### src/rtl/lmb_defines.svh
// constants for the local memory bus master controller
// How it works
// - upper strobe even byte, lower odd byte
// - word accesses ride on data lines 0-15
// - all do byte and word; 32-bit optional
// - master does single cycles at least
// - odd byte lines 0-7, even 8-15
// - longword uses all 32 lines, same lanes
// - indivisible multi cycle excludes other masters
// - six basic cycle types, any width
// - master timer ends unanswered cycles
// - master may withdraw after lower address
// - multiplexed address with lower, upper strobes
`ifndef LMB_DEFINES_SVH
`define LMB_DEFINES_SVH
`define LMB_TIMEOUT_NS 10000
`define LMB_CLK_NS 10
`define LMB_SETUP_CYC 4'h2
`define LMB_ADDR_W 24
`define LMB_LOW_W 12
`define LMB_HIGH_LSB 12
`define LMB_LW_BIT 0
`define LMB_BYTE_BIT 0
`define LMB_WORD_BIT 1
`define LMB_CNT_W 16
`endif

### src/rtl/lmb_pkg.sv
// types for the local memory bus master controller
package lmb_pkg;
  typedef enum logic [1:0] {LMB_BYTE = 2'h0, LMB_WORD = 2'h1, LMB_LONG = 2'h2} lmb_width_t;
  typedef enum logic [2:0] {
    LMB_SGL_WR = 3'h0, LMB_SGL_RD = 3'h1, LMB_SEQ_WR = 3'h2, LMB_SEQ_RD = 3'h3,
    LMB_ISA = 3'h4, LMB_IMA = 3'h5
  } lmb_cyc_t;
  typedef enum logic [2:0] {
    LMB_OK = 3'h0, LMB_ABORT = 3'h1, LMB_LATE = 3'h2, LMB_TIMEOUT = 3'h3,
    LMB_WITHDRAWN = 3'h4
  } lmb_result_t;
  typedef enum logic [2:0] {
    ST_IDLE = 3'h0, ST_LOWADR = 3'h1, ST_DECIDE = 3'h2, ST_UPADR = 3'h3,
    ST_STROBE = 3'h4, ST_RELEASE = 3'h5, ST_DONE = 3'h6
  } lmb_state_t;
  // user command
  typedef struct packed {
    lmb_cyc_t cyc;
    lmb_width_t width;
    logic [23:0] addr;
    logic [31:0] wdata;
    logic rmw_write; // second access of an indivisible cycle writes
  } lmb_req_t;
  // bus pins driven by the master
  typedef struct packed {
    logic [22:0] adr;
    logic adr_oe;
    logic lower_addr_strobe;
    logic upper_addr_strobe_n;
    logic upper_byte_strobe_n;
    logic lower_byte_strobe_n;
    logic read;
    logic lock_n;
    logic [31:0] dat;
    logic dat_oe;
  } lmb_pins_t;
  // module state
  typedef struct packed {
    lmb_state_t st;
    lmb_req_t req;
    lmb_pins_t pins;
    logic [15:0] tmr;
    logic [3:0] wait_cnt;
    logic second;
    logic [31:0] rdata;
    lmb_result_t result;
    logic done;
  } lmb_state_s_t;
endpackage

### src/rtl/lmb_master.sv
// master controller that drives the local memory expansion bus
`timescale 1ns/100ps
`include "lmb_defines.svh"
module lmb_master
  import lmb_pkg::*;
#(
  parameter int TIMEOUT_CYC = (`LMB_TIMEOUT_NS) / (`LMB_CLK_NS)
)
(
  input wire logic clk_i,
  input wire logic reset_i,
  input wire logic req_valid_i,
  output logic req_ready_o,
  input wire lmb_req_t req_i,
  input wire logic on_bus_i,
  input wire logic on_bus_valid_i,
  input wire logic seq_more_i,
  output logic done_o,
  output lmb_result_t result_o,
  output logic [31:0] rdata_o,
  output lmb_pins_t pins_o,
  input wire logic [31:0] dat_i,
  input wire logic ack_n_i,
  input wire logic transfer_error_line_n_i
);
  lmb_state_s_t s_q, s_d;
  logic ack_seen, err_seen;
  logic [15:0] tmo_lim;
  assign tmo_lim = 16'(TIMEOUT_CYC);
  assign ack_seen = !ack_n_i;
  assign err_seen = !transfer_error_line_n_i;

  // ---------------------------------------------------------------
  // next state
  // ---------------------------------------------------------------
  always_comb
  begin
    s_d = s_q;
    s_d.done = 1'b0;
    case (s_q.st)
      ST_IDLE:
      begin
        s_d.pins.adr_oe = 1'b0;
        s_d.pins.dat_oe = 1'b0;
        s_d.pins.lock_n = 1'b1;
        if (req_valid_i)
        begin
          s_d.req = req_i;
          s_d.second = 1'b0;
          s_d.st = ST_LOWADR;
        end
      end
      ST_LOWADR:
      begin
        // lower address first, longword select rides on the low line
        s_d.pins.adr = {11'h000, s_q.req.addr[`LMB_LOW_W-1:1],
          s_q.req.width == LMB_LONG};
        s_d.pins.adr_oe = 1'b1;
        s_d.pins.lower_addr_strobe = 1'b1;
        s_d.pins.read = (s_q.req.cyc == LMB_SGL_RD) || (s_q.req.cyc == LMB_SEQ_RD)
          || (s_q.req.cyc == LMB_ISA) || (s_q.req.cyc == LMB_IMA);
        s_d.pins.lock_n = !(s_q.req.cyc == LMB_ISA || s_q.req.cyc == LMB_IMA);
        s_d.wait_cnt = `LMB_SETUP_CYC;
        s_d.st = ST_DECIDE;
      end
      ST_DECIDE:
      begin
        if (s_q.wait_cnt != 4'h0)
          s_d.wait_cnt = s_q.wait_cnt - 4'h1;
        else if (on_bus_valid_i && !on_bus_i)
        begin
          // not for this bus: stop after the lower address
          s_d.result = LMB_WITHDRAWN;
          s_d.st = ST_RELEASE;
        end
        else if (on_bus_valid_i)
        begin
          s_d.pins.adr = {s_q.req.addr[`LMB_ADDR_W-1:`LMB_HIGH_LSB], 11'h000};
          s_d.pins.upper_addr_strobe_n = 1'b0;
          s_d.st = ST_UPADR;
        end
      end
      ST_UPADR:
      begin
        // byte strobes give the last address bit
        s_d.pins.upper_byte_strobe_n = !(s_q.req.width != LMB_BYTE
          || !s_q.req.addr[`LMB_BYTE_BIT]);
        s_d.pins.lower_byte_strobe_n = !(s_q.req.width != LMB_BYTE
          || s_q.req.addr[`LMB_BYTE_BIT]);
        if (!s_q.pins.read)
        begin
          s_d.pins.dat_oe = 1'b1;
          case (s_q.req.width)
            LMB_LONG: s_d.pins.dat = s_q.req.wdata;
            LMB_WORD: s_d.pins.dat = {16'h0000, s_q.req.wdata[15:0]};
            default: s_d.pins.dat = {16'h0000, s_q.req.wdata[7:0], s_q.req.wdata[7:0]};
          endcase
        end
        s_d.tmr = 16'h0000;
        s_d.st = ST_STROBE;
      end
      ST_STROBE:
      begin
        s_d.tmr = s_q.tmr + 16'h0001;
        if (err_seen)
        begin
          s_d.result = s_q.second ? LMB_LATE : LMB_ABORT;
          s_d.st = ST_RELEASE;
        end
        else if (ack_seen)
        begin
          // capture read data in lane order; a write keeps the last read data,
          // so the read half of an indivisible cycle survives its write-back
          if (s_q.pins.read)
          begin
            case (s_q.req.width)
              LMB_LONG: s_d.rdata = dat_i;
              LMB_WORD: s_d.rdata = {16'h0000, dat_i[15:0]};
              default: s_d.rdata = {24'h000000, s_q.req.addr[`LMB_BYTE_BIT] ?
                dat_i[7:0] : dat_i[15:8]};
            endcase
          end
          s_d.result = LMB_OK;
          s_d.st = ST_RELEASE;
        end
        else if (s_q.tmr >= tmo_lim)
        begin
          s_d.result = LMB_TIMEOUT;
          s_d.st = ST_RELEASE;
        end
      end
      ST_RELEASE:
      begin
        // drop data strobes; slave then frees acknowledge
        s_d.pins.upper_byte_strobe_n = 1'b1;
        s_d.pins.lower_byte_strobe_n = 1'b1;
        s_d.pins.dat_oe = 1'b0;
        if (ack_n_i && transfer_error_line_n_i)
        begin
          if (s_q.result == LMB_OK && !s_q.second && (s_q.req.cyc == LMB_ISA ||
            s_q.req.cyc == LMB_IMA || ((s_q.req.cyc == LMB_SEQ_RD ||
            s_q.req.cyc == LMB_SEQ_WR) && seq_more_i)))
          begin
            // follow-on access; indivisible ones get one more, a write only if rmw_write is set
            s_d.second = (s_q.req.cyc == LMB_ISA || s_q.req.cyc == LMB_IMA);
            s_d.pins.read = !(s_q.req.cyc == LMB_ISA || s_q.req.cyc == LMB_IMA)
              ? s_q.pins.read : !s_q.req.rmw_write;
            if (s_q.req.cyc == LMB_IMA)
              s_d.req.addr = s_q.req.addr + 24'h000002;
            s_d.st = ST_UPADR;
          end
          else
            s_d.st = ST_DONE;
        end
      end
      ST_DONE:
      begin
        s_d.pins.lower_addr_strobe = 1'b0;
        s_d.pins.upper_addr_strobe_n = 1'b1;
        s_d.pins.lock_n = 1'b1;
        s_d.pins.adr_oe = 1'b0;
        s_d.done = 1'b1;
        s_d.st = ST_IDLE;
      end
      default: s_d.st = ST_IDLE;
    endcase
  end

  // ---------------------------------------------------------------
  // state register
  // ---------------------------------------------------------------
  always_ff @(posedge clk_i)
  begin
    if (reset_i)
    begin
      s_q <= '0;
      s_q.st <= ST_IDLE;
      s_q.pins.upper_addr_strobe_n <= 1'b1;
      s_q.pins.upper_byte_strobe_n <= 1'b1;
      s_q.pins.lower_byte_strobe_n <= 1'b1;
      s_q.pins.lock_n <= 1'b1;
    end
    else
      s_q <= s_d;
  end

  assign req_ready_o = (s_q.st == ST_IDLE);
  assign done_o = s_q.done;
  assign result_o = s_q.result;
  assign rdata_o = s_q.rdata;
  assign pins_o = s_q.pins;

  // ---------------------------------------------------------------
  // checks
  // ---------------------------------------------------------------
  timeout_bound_a: assert property (@(posedge clk_i) disable iff (reset_i)
    (s_q.st == ST_STROBE && ack_n_i && transfer_error_line_n_i && s_q.tmr >= tmo_lim)
    |=> s_q.st == ST_RELEASE && s_q.result == LMB_TIMEOUT)
    else $error("timeout not taken");
  withdraw_no_upper_a: assert property (@(posedge clk_i) disable iff (reset_i)
    (s_q.st == ST_DECIDE && s_q.wait_cnt == 4'h0 && on_bus_valid_i && !on_bus_i)
    |=> s_q.pins.upper_addr_strobe_n ##1 s_q.pins.upper_addr_strobe_n)
    else $error("withdrawn cycle sent upper address");
  byte_lane_a: assert property (@(posedge clk_i) disable iff (reset_i)
    !(s_q.pins.upper_byte_strobe_n) && s_q.req.width == LMB_BYTE
    |-> !s_q.req.addr[0] && s_q.pins.lower_byte_strobe_n)
    else $error("even byte strobe on odd address");
  word_lanes_a: assert property (@(posedge clk_i) disable iff (reset_i)
    s_q.pins.dat_oe && s_q.req.width == LMB_WORD |-> s_q.pins.dat[31:16] == 16'h0000)
    else $error("word data off low lines");
  strobes_hold_a: assert property (@(posedge clk_i) disable iff (reset_i)
    s_q.st == ST_STROBE && !ack_seen && !err_seen && s_q.tmr < tmo_lim
    |=> $stable(s_q.pins.upper_byte_strobe_n) && $stable(s_q.pins.lower_byte_strobe_n))
    else $error("strobes dropped before answer");
  single_done_a: assert property (@(posedge clk_i) disable iff (reset_i)
    s_q.st == ST_RELEASE && ack_n_i && transfer_error_line_n_i && s_q.req.cyc == LMB_SGL_RD
    |=> ##1 done_o)
    else $error("single cycle did not finish");
  lock_held_a: assert property (@(posedge clk_i) disable iff (reset_i)
    s_q.st == ST_STROBE && s_q.req.cyc == LMB_IMA |-> !s_q.pins.lock_n)
    else $error("lock missing in indivisible cycle");
  error_result_a: assert property (@(posedge clk_i) disable iff (reset_i)
    s_q.st == ST_STROBE && err_seen |=> s_q.result != LMB_OK)
    else $error("error answer reported as success");
  cov_read_c: cover property (@(posedge clk_i) done_o && result_o == LMB_OK);
  cov_tmo_c: cover property (@(posedge clk_i) done_o && result_o == LMB_TIMEOUT);
  cov_wd_c: cover property (@(posedge clk_i) done_o && result_o == LMB_WITHDRAWN);
  cov_late_c: cover property (@(posedge clk_i) done_o && result_o == LMB_LATE);
  // longword writes fill all 32 data lines
  long_lanes_a: assert property (@(posedge clk_i) disable iff (reset_i)
    s_q.pins.dat_oe && s_q.req.width == LMB_LONG |-> s_q.pins.dat == s_q.req.wdata)
    else $error("longword data not on all lines");
  // a byte write shows the byte on both lanes so either strobe picks it up
  byte_copy_a: assert property (@(posedge clk_i) disable iff (reset_i)
    s_q.pins.dat_oe && s_q.req.width == LMB_BYTE
    |-> s_q.pins.dat[15:8] == s_q.req.wdata[7:0] && s_q.pins.dat[7:0] == s_q.req.wdata[7:0])
    else $error("byte data off its lanes");
  // upper address only ever rides under a standing lower address
  upper_after_lower_a: assert property (@(posedge clk_i) disable iff (reset_i)
    !s_q.pins.upper_addr_strobe_n |-> s_q.pins.lower_addr_strobe)
    else $error("upper address without lower address");
  // word and longword accesses select both byte lanes
  word_strobes_a: assert property (@(posedge clk_i) disable iff (reset_i)
    s_q.st == ST_STROBE && s_q.req.width != LMB_BYTE
    |-> !s_q.pins.upper_byte_strobe_n && !s_q.pins.lower_byte_strobe_n)
    else $error("word access missing a byte strobe");
  // indivisible cycles keep other masters out while data moves
  isa_lock_a: assert property (@(posedge clk_i) disable iff (reset_i)
    s_q.st == ST_STROBE && s_q.req.cyc == LMB_ISA |-> !s_q.pins.lock_n)
    else $error("lock missing in single address cycle");
  lock_free_a: assert property (@(posedge clk_i) disable iff (reset_i)
    done_o |-> s_q.pins.lock_n)
    else $error("lock left on after cycle end");
  // data strobes come off one cycle into release so the slave can free its answer
  strobes_off_a: assert property (@(posedge clk_i) disable iff (reset_i)
    s_q.st == ST_RELEASE |=> s_q.pins.upper_byte_strobe_n && s_q.pins.lower_byte_strobe_n)
    else $error("data strobes held past release");
endmodule

### config.mk
export PLATFORM = sky130hd
export DESIGN_NAME = lmb_master
export DESIGN_NICKNAME = d
export VERILOG_FILES = /design/src/rtl/lmb_pkg.sv /design/src/rtl/lmb_master.sv
export VERILOG_INCLUDE_DIRS = /design/src /design/src/rtl
export SDC_FILE = /design/constraint.sdc
export NUM_CORES = 1
export LEC_CHECK = 0
export BUFFER_PORTS_ARGS = -buffer_cell sky130_fd_sc_hd__buf_2
export CORE_MARGIN = 1
export CORE_UTILIZATION = 45
export DETAILED_ROUTE_END_ITERATION = 12
export GPL_TIMING_DRIVEN = 0
export PLACE_DENSITY_LB_ADDON = 0.05
export SYNTH_ARGS = -nofsm -noshare
export SYNTH_HDL_FRONTEND = slang
export SYNTH_SLANG_ARGS = --single-unit
### constraint.sdc
create_clock -name clk_i -period 5.07 [get_ports clk_i]
set_input_delay 0.507 -clock clk_i [delete_from_list [all_inputs] [get_ports clk_i]]
set_output_delay 0.507 -clock clk_i [all_outputs]
set_load 0.01 [all_outputs]
# Word level (Yosys, flattened, before mapping)
# Index checks and enable logic that the tools add are counted.
dict set report op_classes {
  addsub 3
  magnitude_cmp 1
  n_eq_ne 26
  muxes 50
  bitwise 2
  n_reduce_logical 48
}
# cell n
set ops {}
lappend ops {{$pmux 32 s2} 2}
lappend ops {{$mux 24} 3}
lappend ops {{$mux 23} 3}
lappend ops {{$mux 65} 1}
lappend ops {{$pmux 24 s2} 1}
lappend ops {{$pmux 23 s2} 1}
lappend ops {{$mux 3} 13}
lappend ops {{$pmux 16 s2} 1}
lappend ops {{$add 24x2->24 const B} 1}
lappend ops {{$reduce_and 4->1} 6}
lappend ops {{$ne 2x2->1 const B} 11}
lappend ops {{$reduce_bool 2->1} 11}
lappend ops {{$pmux 3 s6} 1}
lappend ops {{$add 16x1->16 const B} 1}
lappend ops {{$ge 16x10->1 const B} 1}
lappend ops {{$eq 3x3->1 const B} 5}
lappend ops {{$pmux 1 s2} 7}
lappend ops {{$eq 3x2->1 const B} 4}
lappend ops {{$mux 1} 11}
lappend ops {{$reduce_and 5->1} 2}
lappend ops {{$logic_or 1x1->1} 8}
lappend ops {{$mux 8} 1}
lappend ops {{$pmux 4 s2} 1}
lappend ops {{$reduce_and 2->1} 4}
lappend ops {{other kinds (16)} 30}
dict set report totals {
  reg_bits 185
  input_bits 102
  output_inout_bits 100
  word_cells 152
}

# Longest topological paths before layout
# Gate-level depths: netlist of the first run.
dict set report logic_depth {
  word_depth 8
  ltp_mapped 8
  depth_no_buf 7
}

# Worst setup path after synthesis of the first run
# No wires, ideal clock.
dict set report synth_timing {
  path_type {input port to flip-flop}
  from {input on_bus_valid_i}
  to {register s_q (netlist bit pins_o[49])}
  setup_time_ns 0.117
  t_arrival_ns 1.779
  t_required_ns 4.953
  slack_ns 3.174
  path_stages 6
  path_buffers 1
  cell_sequence {nor4bb_1 > nor2b_1 > a21oi_2 > nor2_1 > clkbuf_1 > a22o_1}
}
dict set report synth_via {
  elab_chain_cells 3
  elab_cells_between_ends 4
  classes_between {eq/ne: 2; reduce/logical: 2}
}
# element line_no
set synth_lines {}
lappend synth_lines {{start: declaration} lmb_master.sv:16} ;# input wire logic on_bus_valid_i,
lappend synth_lines {{$logic_and 1x1->1} lmb_master.sv:70} ;# else if (on_bus_valid_i && !on_bus_i)
lappend synth_lines {{$ne 2x2->1 (no line)} --}
lappend synth_lines {{$reduce_and 4->1 (no line) (*)} --}
lappend synth_lines {{end: declaration} lmb_master.sv:26} ;# lmb_state_s_t s_q, s_d;
# Every way passes the cells marked *; elsewhere a longest branch is shown, timed or not.
# A chain may end at the register's enable or synchronous reset.

# Worst setup path in the final report of the first run
dict set report layout_timing {
  from {register s_q[182] in the netlist's numbering}
  to {register s_q[172] in the netlist's numbering}
}
dict set report layout_via {
  elab_chain_cells 3
  elab_cells_between_ends 9
  classes_between {eq/ne: 5; mux: 1; reduce/logical: 3}
}
# element line_no
set layout_lines {}
lappend layout_lines {{$eq 3x3->1 / $logic_not 3->1 (equally long branches)} lmb_master.sv:40} ;# case (s_q.st)
lappend layout_lines {{$ne 2x2->1 (no line) / $reduce_bool 2->1 (equally long branches)} --}
lappend layout_lines {{$reduce_and 5->1 (no line)} --}
# Parallel ways exist; a longest one is shown, timed or not.

==> results.yml, run 1 <==
timing:
  timing.slew.headroom_pct: 44.1
  clock-skew-final_ps: 11.6
  hold_viol: 0
  post-route-period-util_pct: 49.4
  rsz0062_at_grt: "no"
  fin_crit_ps: 2500
  fmax_mhz: 399
  tightest_slew_ps: 838
  slew_violations: 0
  setup_viol: 0
  whs_ps: 292
  tns_ps: 0
setup_path:
  worstPathArrival_ps: 2870
  slowest_stage: "a31oi_1"
  crit_required_ps: 5440
  cp_top_family: "compound AO/OA/AOI/OAI gates"
  cp-start-kind: "flop"
  cp_slowest_stage_delay_ps: 500
  crit_buf_inv: 2
  critical_path_class: "reg2reg"
  path_max_fanout: 10
  ff2ff_setup_slack_ps: 2570
  endpoint_kind: "flop"
  path_cells: "buf_2 > nand3b_1 > nor2_1 > a31oi_1 > clkbuf_1 > o21ai_0 > a21oi_1"
yosys:
  yosysUniqueCellTypes: 71
  avgSynthCellArea_sq_um: 8.03
  async_reset_ff_share_pct: 0
  yosysMostFrequentCell: "dfxtp_1"
  seq_area_frac_synth_pct: 42.1
  synth_fp_nets: 1206
  ys_ff_latch: 185
  ys.flop_type: "dfxtp_1"
  synth_edf_count: 0
  synth.largest_area_cell: "dfxtp_1"
  yosys-top-cells-area: "dfxtp_1, buf_4, a21oi_1, nand2_1, nand3_1"
  syn_area_sq_mm: 0.00880
  synth_common_cells: "dfxtp_1, nand2_1, a21oi_1, buf_4, nor2_1"
  netlist.area_leader.share_pct: 42.1
  netlist_instances: 1096
  yosysWarnings: 0
cts:
  cts_buffers: 17
  worstSkewPairLatency_ps: 450
  cts.sinks: 185
  cts_buffer_depth: 2
  cts_setup_buffers: 0
  root_buffer: "clkbuf_16"
  postCtsHoldBufs: 0
  cts_resized: 0
  clk_pin_slew_ps: 80
  htreeDepth: 4
  cts_tree: "done"
detailed_routing:
  wl_met2_um: 11700
  route.antenna.remaining_nets: 0
  top_layer: "met4"
  routed_wl_um: 26600
  dr.pass1.iters: 5
  route.met3.wl_um: 1490
  num_vias: 8474
  viasPerCell: 5.33
  wl_per_cell_um: 16.7
  drc: 0
  drt_iter0_drc: 607
  met1Wirelength_um: 12800
layout:
  stdcell_count: 1590
  final_nets: 1424
  stdcell_area_sq_mm: 0.0107
  layout-drive-gt1-share_pct: 28.3
  syn_to_final_growth_pct: 21.6
  fin_util_pct: 56.4
floorplan:
  die_area_sq_mm: 0.0201
  die_w_um: 142
  num_io_pins: 202
  start_util_pct: 46.4
  die_height_um: 142
  core.rowCount: 50
  coreArea_sq_mm: 0.0190
global_route:
  grt.total_usage_pct: 26.3
  grt_pass1_wl_um: 40800
  overflow: 0
  grt_pass1_vias: 7504
  grt_max_degree: 19
  antenna_found_initial: 3
min_path:
  hp-class: "in2reg"
run_status:
  status: "finished clean"
flow_run:
  maxCapViolations: 0
place:
  post-dp-hpwl_um: 19300
  gp_congestion: 0.874
  portBuffers: 199
  place_area_sq_mm: 0.0101
  place_inst: 1555
power:
  vdd_ir_drop_max_mv: 0.226
  power_density_mw_per_mm2: 306
  p_leak_nw: 4.50
==> power breakdown <==
group,internal (mW),switching (mW),leakage [nW]
Combinational,0.147,0.258,2.72
Sequential,1.51,0.0493,1.50
Clock,0.663,0.650,0.279
Total,2.32,0.958,4.50
==> worst register-to-register path, stage by stage (launching register included) <==
cell and delay [ps]:
dfxtp_1 320, buf_2 180, nand3b_1 460, nor2_1 180, a31oi_1 500, clkbuf_1 450
o21ai_0 180, a21oi_1 160
==> kinds of logic after synthesis <==
family	Yosys count	synth area share, %
AOI/OAI and AO/OA	257	18.4
xor gates and xnor gates	8	0.796
and+or+nand+nor	434	23.4
DFF	185	42.1
adders and majority gates	8	1.14
muxes	11	1.36
buffers and inverters	193	12.8
==> sequential cells by signal (all words and copies together) (netlist names) <==
signal    flops
s_q          86
pins_o       63
rdata_o      32
result_o      3
done_o        1
==> through the flow <==
stage | power [mW] | worst slack, ps
after CTS | 3.28 | 2600
after detailed placement | 1.99 | 2510
final | 3.28 | 2570
after global routing | 3.39 | 2350
after floorplan | 1.83 | 3170
after global placement | 1.99 | 2490
==> routing by layer <==
layer,up-vias,track usage (%)
li1,4179,-
met4,0,8.89
met1,3960,37.2
met2,290,39.4
met5,-,0
met3,45,5.94
==> layout make-up <==
| cell class | instances | area [sq um] |
|---|---|---|
| Antenna cell | 3 | 7.51 |
| Clock inverter | 14 | 130 |
| Multi-Input combinational cell | 718 | 3970 |
| Tap cell | 260 | 325 |
| Buffer | 179 | 1080 |
| Clock buffer | 18 | 439 |
| Fill cell | 1922 | 8260 |
| Timing Repair Buffer | 199 | 996 |
| Inverter | 14 | 52.6 |
| Sequential cell | 185 | 3700 |
==> path summary, 6_finish.rpt <==
kind / end / from / cells after the start
hold reg to reg: rdata_o[22] / rdata_o[22] / 2
setup / recovery: s_q[172] / s_q[182] / 7
setup reg to reg: s_q[172] / s_q[182] / 7
hold / removal: s_q[148] / req_i[28] / 3
==> placed cells by master (no fill, tap or decap), drive strengths merged, types with 7 or more instances in the layout <==
cell type  count
nand3         71
ha             8
a21oi        141
clkbuf        79
a211oi         9
a31oi         10
nor2          76
mux2           8
dfxtp        185
a221oi        23
nor3          36
nand4         12
o21ai         18
buf          317
and3           9
a22o          13
or4            7
inv           21
nand2        179
(Power assumes the default switching activity.)
==> inputs of run 2 (changes only) <==
==> constraint.sdc (replaced) <==
create_clock -name clk_i -period 2.15 [get_ports clk_i]
set_input_delay 0.215 -clock clk_i [delete_from_list [all_inputs] [get_ports clk_i]]
set_output_delay 0.215 -clock clk_i [all_outputs]
set_load 0.01 [all_outputs]
==> run 2 against run 1 <==
  * Clock power rose by 140%
  * Global-route usage rose by 0.051 points
  * Sequential share of layout area fell by 0.87 points
  * Total power rose by 140%
  * First-iteration DRC count fell by 11%
==> results.yml, run 2 (same netlist as run 1, synthesis figures left out) <==
layout:
  syn_to_final_growth_pct: 24.7
  most-common-layout-cells: "buf_2, dfxtp_1, nand2_1"
  layout-drive-gt1-share_pct: 31.1
  fillers: 1901
  largest_register: "s_q"
  final_nets: 1436
  stdcell_count: 1602
  final_common_cell: "buf_2"
  largest_register_ffs: 86
  fin_util_pct: 57.9
timing:
  whs_ps: 12.1
  fmax_mhz: 474
  clock-skew-final_ps: 12.3
  timing.slew.headroom_pct: 48.5
  setup_ws_ps: 39.6
  post-route-period-util_pct: 98.2
  setup_viol: 0
  hold_viol: 0
  rsz0062_at_grt: "yes"
  slew_violations: 0
  tightest_slew_ps: 772
  fin_crit_ps: 2110
  tns_ps: 0
place:
  post-dp-hpwl_um: 19300
  portBuffers: 199
  gp_congestion: 0.874
  place_inst: 1555
  pre_cts_ws_ps: -297
setup_path:
  path_max_fanout: 10
  path_cells: "buf_6 > or3b_1 > buf_4 > or3_1 > buf_6 > a221oi_1 > nor3_1"
  endpoint_kind: "flop"
  cpMostUsedCell: "buf_6"
  slowest_stage: "or3_1"
  critical_path_class: "reg2reg"
  cp-start-kind: "flop"
  crit_required_ps: 2450
  cp_slowest_stage_delay_ps: 480
  worstPathArrival_ps: 2410
detailed_routing:
  dr.pass1.iters: 6
  num_vias: 8466
  viasPerCell: 5.28
  drt_iter0_drc: 539
  route.antenna.remaining_nets: 0
  routed_wl_um: 26800
  wl_per_cell_um: 16.7
  drc: 0
floorplan:
  num_io_pins: 202
  die_w_um: 142
  core.rowCount: 50
  coreArea_sq_mm: 0.0190
  start_util_pct: 46.4
  die_height_um: 142
  die_area_sq_mm: 0.0201
global_route:
  grt_pass1_vias: 7522
  overflow: 0
  grt_pass1_wl_um: 40900
  grt_max_degree: 19
  antenna_found_initial: 3
  grt.total_usage_pct: 26.4
run_status:
  status: "finished clean"
power:
  seqPwrFrac_pct: 47.3
  vdd_ir_drop_max_mv: 0.524
  p_leak_nw: 4.67
  clkPwrFrac_pct: 39.7
  power_density_mw_per_mm2: 709
  p_sw_share_pct: 29.3
  intPower_mw: 5.50
  p_sw_mw: 2.28
  comb_power_share_pct: 13.0
cts:
  htreeDepth: 4
  worstSkewPairLatency_ps: 440
  cts_buffer_depth: 2
  root_buffer: "clkbuf_16"
  cts.sinks: 185
  cts_tree: "done"
  clk_pin_slew_ps: 70
  cts_buffers: 17
min_path:
  hp-class: "in2reg"
flow_run:
  maxCapViolations: 0
-- run 2: repair_timing --
action	CTS	global route
setup endpoints to repair	86	118
hold buffers	4	0
endpoints found under the hold margin	4	0
gates resized for setup	11	56
buffers inserted	2	8
pin swaps	1	5
-- run 2: layer usage --
layer,up-vias,share of wire [%],global-route usage (%)
met2,290,45,39.5
met1,3924,48,37.1
met5,-,0,0
met3,42,5.6,5.97
li1,4210,-,-
met4,0,2.1,9.00
-- run 2: worst paths after layout --
| kind | cells past startpoint | slack [ps] | start | to |
|---|---|---|---|---|
| worst max register to register | 7 | 40 | s_q[183] | rdata_o[7] |
| worst max-delay path | 7 | 40 | s_q[183] | rdata_o[7] |
| worst min register to register | 2 | 450 | rdata_o[22] | rdata_o[22] |
| worst min-delay path | 3 | 10 | req_i[25] | s_q[145] |
-- run 2: metrics by stage --
step	instance area, sq um	total power, mW
6_report	11000	7.78
5_1_grt	11000	8.06
4_1_cts	10800	7.76
3_5_place_dp	10100	4.69
3_3_place_gp	10100	4.68
2_1_floorplan	8800	4.32
-- run 2: cell type report --
type	count	area [sq um]	share of cell area (%)
antenna	3	7.51	0.0684
sequential	185	3700	33.7
timing repair buffer	213	1110	10.1
inverter	14	52.6	0.479
buffer	177	1110	10.1
tap	260	325	2.96
clock buffer	18	439	4.00
multi-input combinational	718	4100	37.3
clock inverter	14	130	1.19
-- run 2: worst max-delay path, delay by kind of cell, from the launching register on --
| kind | cells | cell delay, ps |
|---|---|---|
| simple gates | 3 | 930 |
| flops | 1 | 310 |
| buf+inv | 3 | 520 |
| compound gates | 1 | 200 |
-- run 2: power by group through the flow --
stage	Clock, mW	Sequential [mW]	Combinational, mW
after floorplan	0	3.72	0.604
after global placement	0	3.75	0.937
after detailed placement	0	3.75	0.945
after CTS	3.12	3.67	0.969
after global routing	3.26	3.70	1.11
final	3.09	3.68	1.01
==> inputs of run 3 (changes only) <==
--- a/config.mk
+++ b/config.mk
@@ -9,8 +9,10 @@
 export BUFFER_PORTS_ARGS = -buffer_cell sky130_fd_sc_hd__buf_2
 export CORE_MARGIN = 1
 export CORE_UTILIZATION = 45
+export CTS_CLUSTER_DIAMETER = 40
 export DETAILED_ROUTE_END_ITERATION = 12
 export GPL_TIMING_DRIVEN = 0
+export HOLD_SLACK_MARGIN = 0.08
 export PLACE_DENSITY_LB_ADDON = 0.05
 export SYNTH_ARGS = -nofsm -noshare
 export SYNTH_HDL_FRONTEND = slang
==> constraint.sdc (replaced) <==
create_clock -name clk_i -period 2.15 [get_ports clk_i]
set_input_delay 0 -clock clk_i [delete_from_list [all_inputs] [get_ports clk_i]]
set_output_delay 0 -clock clk_i [all_outputs]
set_load 0.01 [all_outputs]
==> run 3 against run 2 <==
  * Global-route usage increased by 1.3 points
  * The flow now finishes with violations (negative setup slack)
  * Highest routed layer unchanged
  * First-iteration DRC count increased by 21%
  * Worst setup slack got worse by 66 ps
  * Critical endpoint is now rdata_o[6]
  * Clock-buffer cell count unchanged
  * Via count increased by 5.5%
==> results.yml, run 3 (same netlist as run 1, synthesis figures left out) <==
timing:
  tightest_slew_ps: 767
  tns_ps: -26.3
  whs_ps: 137
  timing.slew.headroom_pct: 48.8
  hold_viol: 0
  clock-skew-final_ps: 12.0
  setup_viol: 1
  rsz0062_at_grt: "yes"
  fin_crit_ps: 2180
  slew_violations: 0
  post-route-period-util_pct: 101
  fmax_mhz: 460
  setup_ws_ps: -26.3
cts:
  htreeDepth: 4
  cts.sinks: 185
  worstSkewPairLatency_ps: 450
  cts_tree: "done"
  clk_pin_slew_ps: 70
  cts_buffers: 17
  cts_buffer_depth: 2
  root_buffer: "clkbuf_16"
layout:
  most-common-layout-cells: "buf_2, dfxtp_1, nand2_1"
  syn_to_final_growth_pct: 35.4
  fillers: 1792
  largest_register: "s_q"
  stdcell_area_sq_mm: 0.0119
  final_common_cell: "buf_2"
  final_nets: 1531
  layout-drive-gt1-share_pct: 28.9
  largest_register_ffs: 86
  multi_input_area_sq_mm: 0.00409
  n_antenna_cell: 0
  regArea_sq_mm: 0.00370
flow_run:
  maxCapViolations: 0
min_path:
  hp-class: "in2reg"
setup_path:
  critical_path_class: "reg2reg"
  cp_slowest_stage_delay_ps: 490
  path_max_fanout: 10
  worstPathArrival_ps: 2470
  ff2ff_setup_slack_ps: -30
  slowest_stage: "or3_1"
  crit_required_ps: 2440
  rr_worst_depth: 7
  endpoint_kind: "flop"
  r2r_end: "rdata_o[6]"
  crit_path_end: "rdata_o[6]"
  r2r_start: "s_q[183]"
  crit_buf_inv: 3
  cpMostUsedCell: "buf_6"
  cp-start-kind: "flop"
  cp_num_cells: 7
  path_cells: "buf_6 > or3b_1 > buf_4 > or3_1 > buf_6 > a221oi_2 > nor3_1"
  cp_top_family: "simple AND/OR/NAND/NOR gates"
  worstSetupStartpoint: "s_q[183]"
global_route:
  grt_pass1_vias: 8134
  grt_max_degree: 19
  overflow: 0
  grt.total_usage_pct: 27.7
  antenna_found_initial: 0
  grt_pass1_wl_um: 43100
run_status:
  status: "complete, but fails checks"
  violations: "negative setup slack"
detailed_routing:
  dr.pass1.iters: 5
  num_vias: 8930
  viasPerCell: 5.27
  drc: 0
  drt_iter0_drc: 654
  wl_per_cell_um: 16.6
  routed_wl_um: 28100
  route.antenna.remaining_nets: 0
power:
  power_density_mw_per_mm2: 664
  finalPower_mw: 7.92
  vdd_ir_drop_max_mv: 0.527
  p_leak_nw: 5.06
place:
  portBuffers: 199
  place_area_sq_mm: 0.0101
  pre_cts_ws_ps: -297
  gp_congestion: 0.874
  post-dp-hpwl_um: 19300
floorplan:
  num_io_pins: 202
  coreArea_sq_mm: 0.0190
  core.rowCount: 50
  die_height_um: 142
  die_area_sq_mm: 0.0201
  die_w_um: 142
  start_util_pct: 46.4
run 3: final cells by class:
class / instances / area share (%)
Sequential cell: 185 / 31.1
Tap cell: 260 / 2.73
Clock buffer: 18 / 3.69
Timing Repair Buffer: 308 / 17.3
Clock inverter: 14 / 1.09
Inverter: 14 / 0.441
Multi-Input combinational cell: 718 / 34.4
Buffer: 177 / 9.32
run 3: timing repair:
| item | in CTS | in global routing |
|---|---|---|
| hold buffers | 99 | 0 |
| setup endpoints to repair | 86 | 120 |
| hold endpoints to repair | 98 | 0 |
| setup buffers | 2 | 8 |
| pin swaps | 1 | 3 |
| resized for setup | 11 | 55 |
run 3: how the worst min path moves through the flow:
stage | from | to | slack [ps] | depth (start not counted)
floorplan | req_i[0] | s_q[120] | 140 | 2
global placement | req_i[7] | s_q[127] | 240 | 3
detailed placement | req_i[58] | s_q[178] | 250 | 3
CTS | reset_i | pins_o[40] | 130 | 3
global route | req_valid_i | s_q[155] | 170 | 3
finish | on_bus_valid_i | s_q[184] | 140 | 5
run 3: per-stage QoR:
stage | cells | util, %
final | 1694 | 62.9
after floorplan | 1096 | -
after CTS | 1688 | 62.0
after global placement | 1555 | 53.4
after global routing | 1694 | 62.9
after detailed placement | 1555 | 53.4
run 3: per-layer routing:
layer / vias up / share of wire, % / global-route usage [%]
met5: - / 0 / 0
met4: 0 / 2.4 / 10.0
met3: 54 / 5.6 / 5.47
met2: 342 / 46 / 43.2
met1: 4142 / 46 / 37.9
li1: 4392 / - / -
run 3: worst min-delay path, cell delays in order:
cell and delay, ps:
buf_2 100, nor4bb_4 170, a21oi_1 100, or3b_2 110, a21oi_1 50
run 3: where the power goes:
group	switching, mW	internal, mW
clock network	1.53	1.56
registers	0.122	3.56
logic	0.656	0.494
total	2.30	5.61
